`src/rtl/pcisi_defs.svh`:
```
// Constants for the bus signal interface: command codes, widths, clock rates, memory size
`ifndef PCISI_DEFS_SVH
`define PCISI_DEFS_SVH
`define PCISI_AD_W        32
`define PCISI_CBE_W       4
`define PCISI_CMD_INTACK  4'h0
`define PCISI_CMD_SPECIAL 4'h1
`define PCISI_CMD_MEMRD   4'h6
`define PCISI_CMD_MEMWR   4'h7
`define PCISI_CMD_CFGRD   4'ha
`define PCISI_CMD_CFGWR   4'hb
`define PCISI_CMD_MEMRDM  4'hc
`define PCISI_CMD_DAC     4'hd
`define PCISI_CMD_MEMRDL  4'he
`define PCISI_CMD_MEMWI   4'hf
`define PCISI_CLK_MHZ     25
`define PCISI_MAX_MHZ     66
`define PCISI_MEM_WORDS   16
`endif

```
`src/rtl/pcisi_pkg.sv`:
```
// Types shared by the bus signal interface
package pcisi_pkg;
  // Decoded command classes
  typedef enum logic [2:0] {
    PCISI_K_NONE, PCISI_K_MEMRD, PCISI_K_MEMWR, PCISI_K_CFGRD, PCISI_K_CFGWR
  } pcisi_kind_e;
  // Transaction phase machine
  typedef enum logic [2:0] {
    PCISI_S_IDLE, PCISI_S_DAC, PCISI_S_DATA, PCISI_S_SKIP, PCISI_S_TURN
  } pcisi_state_e;
endpackage : pcisi_pkg

```
`src/rtl/pcisi_mem.sv`:
```
// Small byte-writable word memory with registered read data
`timescale 1ns/100ps
`default_nettype none
module pcisi_mem #(
  parameter int AW = 4,
  parameter int DW = 32
) (
  input  wire logic          i_mclk,
  input  wire logic          i_we,
  input  wire logic [DW/8-1:0] i_be,
  input  wire logic [AW-1:0] i_addr,
  input  wire logic [DW-1:0] i_wdata,
  output logic      [DW-1:0] o_rdata
);
  // Refuse widths that do not split into whole byte lanes
  if (DW < 8 || (DW % 8) != 0 || AW < 1) begin : g_bad_width
    $error("data width must be whole bytes, address at least one bit");
  end

  // One storage array per byte lane, so each lane has a single writer
  for (genvar b = 0; b < DW/8; b++) begin : g_lane
    logic [7:0] lane_mem [0:(1<<AW)-1]; // Bytes of this lane

    // Lane write where its enable is set
    always_ff @(posedge i_mclk) begin
      if (i_we && i_be[b]) begin
        lane_mem[i_addr] <= i_wdata[b*8 +: 8];
      end
    end

    // Registered read of this lane
    always_ff @(posedge i_mclk) begin
      o_rdata[b*8 +: 8] <= lane_mem[i_addr];
    end
  end
endmodule : pcisi_mem
`default_nettype wire

```
`src/rtl/pcisi_parity.sv`:
```
// Even parity generator over address/data and command/byte-enable lines
`timescale 1ns/100ps
`default_nettype none
module pcisi_parity (
  input  wire logic        i_mclk,
  input  wire logic        i_rst_n,
  input  wire logic [31:0] i_ad,
  input  wire logic [3:0]  i_cbe_n,
  output logic             o_par
);
  // One clock behind the lines it covers
  always_ff @(posedge i_mclk or negedge i_rst_n) begin
    if (!i_rst_n) begin
      o_par <= 1'b0;
    end else begin
      o_par <= ^{i_ad, i_cbe_n}; // [RL13]
    end
  end
endmodule : pcisi_parity
`default_nettype wire

```
`src/rtl/pcisi_target.sv`:
```
// Bus target: address/data and command decode onto a small word memory
//
// Function
// [RL1] One address phase, then one or more data phases
// [RL2] Shared 32-bit bus, low byte on lines 7:0
// [RL3] All bus signals sampled on rising clock
// [RL4] Works with bus clock up to 66 MHz
// [RL5] Bus reset returns every function to reset (input sample stages reset on board reset only, memory keeps its contents)
// [RL6] Command in address phase, byte enables in data
// [RL7] 0000 interrupt acknowledge, 0001 special cycle
// [RL8] 0110 memory read, 0111 memory write
// [RL9] 1010 configuration read, 1011 configuration write
// [RL10] 1100 read multiple, 1110 read line
// [RL11] 1101 dual address cycle, two address phases
// [RL12] 1111 memory write and invalidate
// [RL13] Even parity over bus, one clock later
// [RL14] Host selects device for configuration cycles
// [RL15] Unsupported commands are not claimed
`timescale 1ns/100ps
`default_nettype none
`include "pcisi_defs.svh"
module pcisi_target
  import pcisi_pkg::*;
#(
  parameter int MEM_WORDS = `PCISI_MEM_WORDS,
  parameter int CLK_MHZ   = `PCISI_CLK_MHZ
) (
  input  wire logic        i_mclk,
  input  wire logic        i_rst_n,
  input  wire logic        i_bus_reset_n,
  input  wire logic [31:0] i_ad,
  input  wire logic [3:0]  i_cbe_n,
  input  wire logic        i_frame_n,
  input  wire logic        i_irdy_n,
  input  wire logic        i_idsel,
  output logic      [31:0] o_ad,
  output logic             o_ad_oe_n,
  output logic             o_par,
  output logic             o_par_oe_n,
  output logic             o_devsel_n,
  output logic             o_trdy_n,
  output logic             o_tgt_oe_n,
  output logic             o_busy
);
  localparam int AW = $clog2(MEM_WORDS);

  // ****************************************
  // Elaboration checks
  // ****************************************
  if (CLK_MHZ > `PCISI_MAX_MHZ) begin : g_bad_clk
    $error("clock above supported bus rate"); // [RL4]
  end
  if (MEM_WORDS < 2 || (1 << AW) != MEM_WORDS) begin : g_bad_mem
    $error("memory words must be a power of two, at least two");
  end

  // ****************************************
  // Reset release and input synchronisers
  // ****************************************
  logic [1:0]  rst_sync;      // Reset release chain
  logic        rst_n;         // Released reset
  logic [1:0]  bres_sync;     // Bus reset chain
  logic [31:0] ad_s1, ad_s;   // Address/data stages
  logic [3:0]  cbe_s1, cbe_s; // Command/byte-enable stages
  logic [2:0]  ctl_s1, ctl_s; // Frame, ready, select stages

  // Reset combines board reset and bus reset
  always_ff @(posedge i_mclk or negedge i_rst_n) begin
    if (!i_rst_n) begin
      rst_sync <= 2'h0;
    end else begin
      rst_sync <= {rst_sync[0], bres_sync[1]}; // [RL5]
    end
  end
  assign rst_n = rst_sync[1];

  // Bus reset passes two flops
  always_ff @(posedge i_mclk or negedge i_rst_n) begin
    if (!i_rst_n) begin
      bres_sync <= 2'h0;
    end else begin
      bres_sync <= {bres_sync[0], i_bus_reset_n};
    end
  end

  // Bus lines sampled on rising edge, two stages
  always_ff @(posedge i_mclk or negedge i_rst_n) begin
    if (!i_rst_n) begin
      ad_s1  <= 32'h0;
      ad_s   <= 32'h0;
      cbe_s1 <= 4'hf;
      cbe_s  <= 4'hf;
      ctl_s1 <= 3'h3;
      ctl_s  <= 3'h3;
    end else begin
      ad_s1  <= i_ad; // [RL3]
      ad_s   <= ad_s1;
      cbe_s1 <= i_cbe_n;
      cbe_s  <= cbe_s1;
      ctl_s1 <= {i_idsel, i_irdy_n, i_frame_n};
      ctl_s  <= ctl_s1;
    end
  end

  // Named views of the synchronised control lines
  logic frame_n;   // Frame low while transaction lasts
  logic irdy_n;    // Initiator ready
  logic idsel;     // Configuration select
  logic frame_q;   // Frame seen previous cycle
  assign frame_n = ctl_s[0];
  assign irdy_n  = ctl_s[1];
  assign idsel   = ctl_s[2];

  // ****************************************
  // Command decode
  // ****************************************
  pcisi_kind_e kind; // Class of command on the bus
  logic        dac;  // Dual address cycle pending

  // Map command code to a class, unclaimed codes give none
  always_comb begin
    kind = PCISI_K_NONE;
    dac  = 1'b0;
    unique case (cbe_s) // [RL6]
      `PCISI_CMD_INTACK, `PCISI_CMD_SPECIAL: kind = PCISI_K_NONE; // [RL7]
      `PCISI_CMD_MEMRD, `PCISI_CMD_MEMRDM, `PCISI_CMD_MEMRDL: begin
        kind = PCISI_K_MEMRD; // [RL8] [RL10]
      end
      `PCISI_CMD_MEMWR, `PCISI_CMD_MEMWI: begin
        kind = PCISI_K_MEMWR; // [RL8] [RL12]
      end
      `PCISI_CMD_CFGRD: kind = idsel ? PCISI_K_CFGRD : PCISI_K_NONE; // [RL9] [RL14]
      `PCISI_CMD_CFGWR: kind = idsel ? PCISI_K_CFGWR : PCISI_K_NONE; // [RL9] [RL14]
      `PCISI_CMD_DAC: dac = 1'b1; // [RL11]
      default: kind = PCISI_K_NONE; // [RL15]
    endcase
  end

  // ****************************************
  // Phase machine
  // ****************************************
  pcisi_state_e state;   // Current phase
  pcisi_kind_e  cur;     // Claimed command class
  logic [AW-1:0] addr;   // Word address of current data phase
  logic          rd;     // Claimed transaction is a read
  logic          start;  // Address phase: frame falls

  // Frame history for edge detection
  always_ff @(posedge i_mclk or negedge rst_n) begin
    if (!rst_n) begin
      frame_q <= 1'b1;
    end else begin
      frame_q <= frame_n;
    end
  end
  assign start = frame_q && !frame_n; // [RL1]

  // State, class and address tracking
  always_ff @(posedge i_mclk or negedge rst_n) begin
    if (!rst_n) begin
      state <= PCISI_S_IDLE;
      cur   <= PCISI_K_NONE;
      addr  <= '0;
    end else begin
      unique case (state)
        PCISI_S_IDLE: begin
          if (start && dac) begin
            state <= PCISI_S_DAC; // [RL11]
          end else if (start && kind != PCISI_K_NONE) begin
            state <= PCISI_S_DATA; // [RL1]
            cur   <= kind;
            addr  <= ad_s[AW+1:2]; // [RL2]
          end else if (start) begin
            state <= PCISI_S_SKIP; // [RL15]
          end
        end
        PCISI_S_DAC: begin
          // Second address phase is above 4 GiB: never ours
          state <= PCISI_S_SKIP; // [RL11]
        end
        PCISI_S_DATA: begin
          if (!irdy_n) begin
            addr <= addr + 1'b1; // Burst advance
            if (frame_n) begin
              state <= PCISI_S_TURN; // Last data phase
            end
          end
        end
        PCISI_S_SKIP: begin
          if (frame_n && !irdy_n) begin
            state <= PCISI_S_IDLE;
          end else if (frame_n && irdy_n) begin
            state <= PCISI_S_IDLE;
          end
        end
        PCISI_S_TURN: begin
          state <= PCISI_S_IDLE; // Turnaround cycle
          cur   <= PCISI_K_NONE;
        end
        // Unused state codes fall back to idle
        default: begin
          state <= PCISI_S_IDLE;
          cur   <= PCISI_K_NONE;
        end
      endcase
    end
  end
  assign rd = (cur == PCISI_K_MEMRD) || (cur == PCISI_K_CFGRD);

  // ****************************************
  // Storage
  // ****************************************
  logic        mem_we;    // Write strobe for a data phase
  logic [31:0] mem_rdata; // Registered read word
  assign mem_we = (state == PCISI_S_DATA) && !rd && !irdy_n;

  pcisi_mem #(
    .AW (AW),
    .DW (32)
  ) u_mem (
    .i_mclk  (i_mclk),
    .i_we    (mem_we),
    .i_be    (~cbe_s), // [RL6]
    .i_addr  (addr),
    .i_wdata (ad_s),
    .o_rdata (mem_rdata)
  );

  // ****************************************
  // Outputs
  // ****************************************
  logic claimed; // Device owns current transaction
  assign claimed = (state == PCISI_S_DATA);

  // Target control and read data drive
  always_ff @(posedge i_mclk or negedge rst_n) begin
    if (!rst_n) begin
      o_ad       <= 32'h0;
      o_ad_oe_n  <= 1'b1;
      o_devsel_n <= 1'b1;
      o_trdy_n   <= 1'b1;
      o_tgt_oe_n <= 1'b1;
      o_busy     <= 1'b0;
    end else begin
      o_ad       <= mem_rdata; // [RL2]
      o_ad_oe_n  <= !(claimed && rd);
      o_devsel_n <= !claimed;
      o_trdy_n   <= !claimed;
      o_tgt_oe_n <= !(claimed || state == PCISI_S_TURN);
      o_busy     <= (state != PCISI_S_IDLE);
    end
  end

  // Parity drive enable follows read data by one clock
  always_ff @(posedge i_mclk or negedge rst_n) begin
    if (!rst_n) begin
      o_par_oe_n <= 1'b1;
    end else begin
      o_par_oe_n <= o_ad_oe_n; // [RL13]
    end
  end

  // Parity over driven data and the sampled byte enables
  pcisi_parity u_par (
    .i_mclk  (i_mclk),
    .i_rst_n (rst_n),
    .i_ad    (o_ad),
    .i_cbe_n (cbe_s),
    .o_par   (o_par)
  );
endmodule : pcisi_target
`default_nettype wire

```
`config.mk`:
```
export PLATFORM = sky130hd
export DESIGN_NAME = pcisi_target
export DESIGN_NICKNAME = d
export VERILOG_FILES = /design/src/rtl/pcisi_pkg.sv /design/src/rtl/pcisi_mem.sv /design/src/rtl/pcisi_parity.sv /design/src/rtl/pcisi_target.sv
export VERILOG_INCLUDE_DIRS = /design/src /design/src/rtl
export SDC_FILE = /design/constraint.sdc
export NUM_CORES = 1
export LEC_CHECK = 0
export ABC_AREA = 1
export BUFFER_PORTS_ARGS = -buffer_cell sky130_fd_sc_hd__buf_4
export CAP_MARGIN = 20
export CELL_PAD_IN_SITES_DETAIL_PLACEMENT = 0
export CELL_PAD_IN_SITES_GLOBAL_PLACEMENT = 1
export CORE_MARGIN = 1
export CORE_UTILIZATION = 55
export CTS_CLUSTER_DIAMETER = 120
export DETAILED_ROUTE_END_ITERATION = 7
export GPL_ROUTABILITY_DRIVEN = 1
export GPL_TIMING_DRIVEN = 0
export PLACE_DENSITY_LB_ADDON = 0.2
export SYNTH_ARGS = -nofsm -noshare
export SYNTH_HDL_FRONTEND = slang
export SYNTH_SLANG_ARGS = --single-unit
```
`constraint.sdc`:
```
create_clock -name i_mclk -period 3.4 [get_ports i_mclk]
set_input_delay 0.17 -clock i_mclk [delete_from_list [all_inputs] [get_ports i_mclk]]
set_output_delay 0.17 -clock i_mclk [all_outputs]
set_load 0.02 [all_outputs]
```
Word-level counts from Yosys, hierarchy flattened
Memory sizes are Yosys's and may differ from the RTL's. A register that Yosys moved wholly into a read port is not among the register bits.
Index checks and enable logic that the tools add are counted.
- register bits: 131
- RAM bits: 512
- input port bits: 42
- output and inout bits: 39
- logic and storage cells: 104
- memories kept: 4
- memories (memory ; depth ; bits a word ; read ports ; clocked after Yosys merged registers in ; wr ports ; line ; RTL):
    u_mem.g_lane[0].lane_mem ; 16 ; 8 ; 1 ; 1 ; 1 ; pcisi_mem.sv:22 ; logic [7:0] lane_mem [0:(1<<AW)-1];
    u_mem.g_lane[1].lane_mem ; 16 ; 8 ; 1 ; 1 ; 1 ; pcisi_mem.sv:22 ;
    u_mem.g_lane[2].lane_mem ; 16 ; 8 ; 1 ; 1 ; 1 ; pcisi_mem.sv:22 ;
    u_mem.g_lane[3].lane_mem ; 16 ; 8 ; 1 ; 1 ; 1 ; pcisi_mem.sv:22 ;
- $add $sub $neg: 1
- eq/ne operators: 20
- multiplexer cells: 27
- bitwise operators: 2
- reductions and logical operators: 31
- operators by type and width (kind ; count):
    $reduce_xor 36->1 ; 1
    $mux 3 ; 10
    $eq 4x4->1 const B ; 6
    $pmux 3 s4 ; 2
    $logic_and 1x1->1 ; 12
    $mux 4 ; 3
    $eq 3x2->1 const B ; 3
    $mux 1 ; 9
    $eq 4x3->1 const B ; 2
    $ne 2x2->1 const B ; 4
    $pmux 4 s2 ; 1
    $reduce_and 4->1 ; 2
    $eq 3x1->1 const B ; 2
    $logic_not 1->1 ; 6
    $pmux 3 s2 ; 1
    $reduce_bool 3->1 ; 2
    $reduce_or 3->1 ; 2
    $add 4x1->4 const B ; 1
    $ne 4x4->1 const B ; 1
    $not 4->4 ; 1
    $eq 3x3->1 const B ; 1
    $logic_not 3->1 ; 1
    $ne 3x3->1 const B ; 1
    $reduce_and 3->1 ; 1
    5 further kinds ; 6

Logic depth before layout (Yosys ltp)
- word-level depth: 8
- mapped depth: 13
- gate-level depth less buffers: 13

By module
From an unflattened synthesis, not the netlist that was laid out.
- cells, all modules: 2563
- area total of the unflattened synthesis: 26893.3 um2
- by module, submodules not included (module ; instances ; cells an instance ; area an instance (um2) ; sequential area each (um2)):
    pcisi_mem ; 1 ; 2184 ; 22397.7 ; 16015.4
    pcisi_target ; 1 ; 208 ; 3706.1 ; 3249.4
    pcisi_parity ; 1 ; 171 ; 789.5 ; 25.0

Least setup slack after synthesis
OpenSTA, ideal clock, no wires.
- path type: reg2reg
- from: register addr[0]
- to: memory u_mem.g_lane[1].lane_mem[0][0], enable pin
- setup time: 0.370 ns
- arrival time: 1.804 ns
- required time: 3.030 ns
- path slack: 1.226 ns
- stages on the path, launching flop included: 9
- path buffers: 4
- clock period less this slack: 2.174 ns
- cell sequence: dfrtp_1 -> buf_2 -> buf_4 -> inv_2 -> buf_4 -> buf_2 -> ha_1 -> nand2_1 -> nor2_1
- RTL lines (item ; line ; RTL):
    start: declaration ; pcisi_target.sv:144 ; logic [AW-1:0] addr;
    start signal: assignment ; pcisi_target.sv:172 ; addr <= ad_s[AW+1:2];
    start signal: assignment ; pcisi_target.sv:183 ; addr <= addr + 1'b1;
    end: declaration ; pcisi_mem.sv:22 ;
No word-level cell before the write port.

Final worst setup path
- from: register addr[1]
- to: memory u_mem.g_lane[2].lane_mem[4][2], enable pin
- RTL lines (item ; line):
    end: declaration ; pcisi_mem.sv:22
No word-level cell before the write port.

==> impl_metrics.env <==
export IMPL_grt_antenna_before_repair=3
export IMPL_port_buffers=80
export IMPL_synthTopCellsByCount="edfxtp_1, nor2_1, nand2_1"
export IMPL_cts_root_buf="clkbuf_16"
export IMPL_cts_setup_buffers=0
export IMPL_numCtsBuffers=69
export IMPL_ys_ff_latch=674
export IMPL_numClockSinks=674
export IMPL_synth_flop_cell="edfxtp_1"
export IMPL_hold_worst_slack_ns=0.04237
export IMPL_status="completed"
export IMPL_crit_fanout=11
export IMPL_syn_area_per_cell_um2=12.78
export IMPL_totalWireLength_mm=68.21
export IMPL_period_needed_ns=3.399
export IMPL_viasPerCell=5.902
export IMPL_grt_remaining_overflow=0
export IMPL_clock_fmax_mhz=294.2
export IMPL_yosysTopAreaCellShare_pct=61.18
export IMPL_synthArstFlopShare_pct=19.29
export IMPL_r2r_start="addr[1]$_DFFE_PN0P_"
export IMPL_worst_slack_ns=0.0005711
export IMPL_r2r_end="u_mem.g_lane[2].lane_mem[4][2]$_DFFE_PP_"
export IMPL_fin_cells=2815
export IMPL_ant_nets=0
export IMPL_synth_top_area_cell="edfxtp_1"
export IMPL_syn_cell_area_um2=25130
export IMPL_holdCritPathClass="input port to async pin"
export IMPL_startpoint="addr[1]$_DFFE_PN0P_"
export IMPL_synth_cell_types=29
export IMPL_final_core_util_pct=65.67
export IMPL_rsz0062_at_grt="no"
export IMPL_drive_gt1_share_pct=11.57
export IMPL_design_core_area_um2=44610
export IMPL_critPathCaptureType="register"
export IMPL_gp_congestion=0.8915
export IMPL_drtIter0Drc=2064
export IMPL_grt_pass1_vias=16290
export IMPL_synth_edf_count=512
export IMPL_place_hpwl_mm=44.10
export IMPL_ys_seq_area_share_pct=76.76
export IMPL_pre_cts_ws_ns=-0.2680
export IMPL_yosysMostFrequentCell="edfxtp_1"
export IMPL_nFillCells=3274
export IMPL_start_kind="register"
export IMPL_leakage_nw=10.54
export IMPL_syn_num_nets=2019
export IMPL_syn2layout_area_growth_pct=16.57
export IMPL_drv_cap=0
export IMPL_fin_crit_sh_pct=99.98
export IMPL_required_ns=3.63
export IMPL_clkLatencyLatePin_ns=0.61
export IMPL_track_usage_pct=30.04
export IMPL_cts_max_level=3
export IMPL_pin_count=81
export IMPL_synth_area_top_cells="edfxtp_1, dfrtp_1, o21ai_0, nor2_1, nand2_1"
export IMPL_finalNetCount=2220
export IMPL_slew_violations=0
export IMPL_r2r_cells=6
export IMPL_start_util_pct=56.34
export IMPL_place_inst=2642
export IMPL_dr_pass1_iters=8
export IMPL_worstMarginPinSlew_ns=1.215
export IMPL_die_h_um=215.8
export IMPL_grt_max_degree=57
export IMPL_die_x_um=215.8
export IMPL_detail_route_wl_per_cell_um=24.23
export IMPL_rows=77
export IMPL_vias=16610
export IMPL_cts_tree="yes"
export IMPL_drc_errors=0
export IMPL_clk_pin_slew_ns=0.06
export IMPL_setup_violations=0
export IMPL_peakVddDrop_mv=0.4611
export IMPL_p_per_area_nw_per_um2=866.2
export IMPL_netlist_instances=1966
export IMPL_max_slew_margin_pct=18.69
export IMPL_crit_arrival_ns=3.63
export IMPL_fin_skew_ns=0.01580
export IMPL_grt_pass1_wl_mm=100.3
export IMPL_dieArea_um2=46550
export IMPL_clk_path_buf_depth=3
export IMPL_finalHoldViolations=0
export IMPL_rrSetupSlack_ns=0.0006
export IMPL_yosysWarningCount=0
export IMPL_path_class="register to register"
## power breakdown
group,internal [mW],total [mW],switching (mW)
Sequential,9.52,9.94,0.425
Clock,4.35,7.41,3.06
Combinational,2.20,8.02,5.82
## final cells by class
| type | instances | area (um^2) | area share [%] |
|---|---|---|---|
| Antenna cell | 2 | 5.005 | 0.01709 |
| Buffer | 104 | 455.4 | 1.555 |
| Clock buffer | 98 | 1971 | 6.728 |
| Clock inverter | 27 | 246.5 | 0.8415 |
| Inverter | 54 | 202.7 | 0.6920 |
| Multi-Input combinational cell | 1134 | 5243 | 17.90 |
| Sequential cell | 674 | 19290 | 65.86 |
| Tap cell | 592 | 740.7 | 2.529 |
| Timing Repair Buffer | 130 | 1137 | 3.883 |
## per-layer routing
| layer | wire length [um] | GRT usage, % | up-vias | share of wire (%) |
|---|---|---|---|---|
| met3 | 6980 | 6.808 | 185 | 10 |
| met4 | 2446 | 11.44 | 0 | 3.6 |
| li1 | - | - | 7382 | - |
| met1 | 26530 | 40.37 | 8092 | 39 |
| met2 | 32250 | 48.04 | 954 | 47 |
| met5 | 0 | 0 | - | 0 |
## how the worst max path moves through the flow
stage / slack (ns) / end / cells past startpoint
finish: 0.0006 / u_mem.g_lane[2].lane_mem[4][2]$_DFFE_PP_ / 6
global route: 0.008 / u_mem.g_lane[2].lane_mem[10][5]$_DFFE_PP_ / 8
CTS: -0.12 / u_mem.g_lane[3].lane_mem[8][2]$_DFFE_PP_ / 6
detailed placement: -0.27 / u_mem.g_lane[1].lane_mem[0][4]$_DFFE_PP_ / 6
global placement: -0.31 / u_mem.g_lane[3].lane_mem[0][1]$_DFFE_PP_ / 6
floorplan: 1.23 / u_mem.g_lane[1].lane_mem[0][0]$_DFFE_PP_ / 8
## registers in the layout, indices dropped and copies added (netlist names)
signal and flops:
o_ad_oe_n 1, bres_sync 2, o_ad 32, u_mem.g_lane.lane_mem 512
ad_s 32, o_tgt_oe_n 1, u_par.o_par 1, u_mem.o_rdata 32
ad_s1 32, cbe_s1 4, state 3, addr 4
cur 2, ctl_s1 3, o_busy 1, o_trdy_n 1
o_par_oe_n 1, cbe_s 4, frame_q 1, ctl_s 3
rst_sync 2
## kinds of logic after synthesis
family	Yosys count	share of synthesized area, %
AOI/OAI and AO/OA	398	8.634
xor gates and xnor gates	5	0.1743
adders and majority gates	11	0.5477
buffers and inverters	158	2.614
DFF	674	76.76
and+or+nand+nor	720	11.27
## worst max-delay path: stages (launching register included)
cell and delay (ns):
dfrtp_1 0.50, inv_1 0.14, clkbuf_1 0.59, clkbuf_2 0.45, ha_1 0.36, nand2_1 0.31
nor2_2 0.66
## stage by stage
stage	total power [mW]	area (um^2)	setup TNS, ns
4_1_cts	25.25	29220	-2.007
5_1_grt	26.45	29290	0
3_3_place_gp	17.68	26470	-18.36
2_1_floorplan	14.56	25130	0
3_5_place_dp	17.89	26540	-18.91
6_report	25.37	29290	0
## layout by cell type, fill, tap and decap left out, types with 4 or more instances in the layout
cell type and count:
buf_2 18, o21ai_0 263, inv_1 51, dlygate4sd3_1 41
bufinv_16 4, clkbuf_16 73, clkbuf_8 5, nor2_2 24
dfrtp_1 112, ha_1 11, clkinv_1 11, buf_6 10
nand3_1 18, dfxtp_1 32, nor2_1 311, nand2_1 328
clkinv_4 4, edfxtp_1 512, buf_4 85, o22ai_1 128
dfstp_2 17, clkinv_2 5, nand4_1 32, clkbuf_1 94
## timing repair
action,4_1_cts,5_1_grt
cloned,0,0
hold buffers,41,0
endpoints found under the setup margin,168,244
pin swaps,0,0
gates resized for setup,20,6
endpoints found under the hold margin,110,0
No activity file was read; power rests on OpenSTA's default activity.
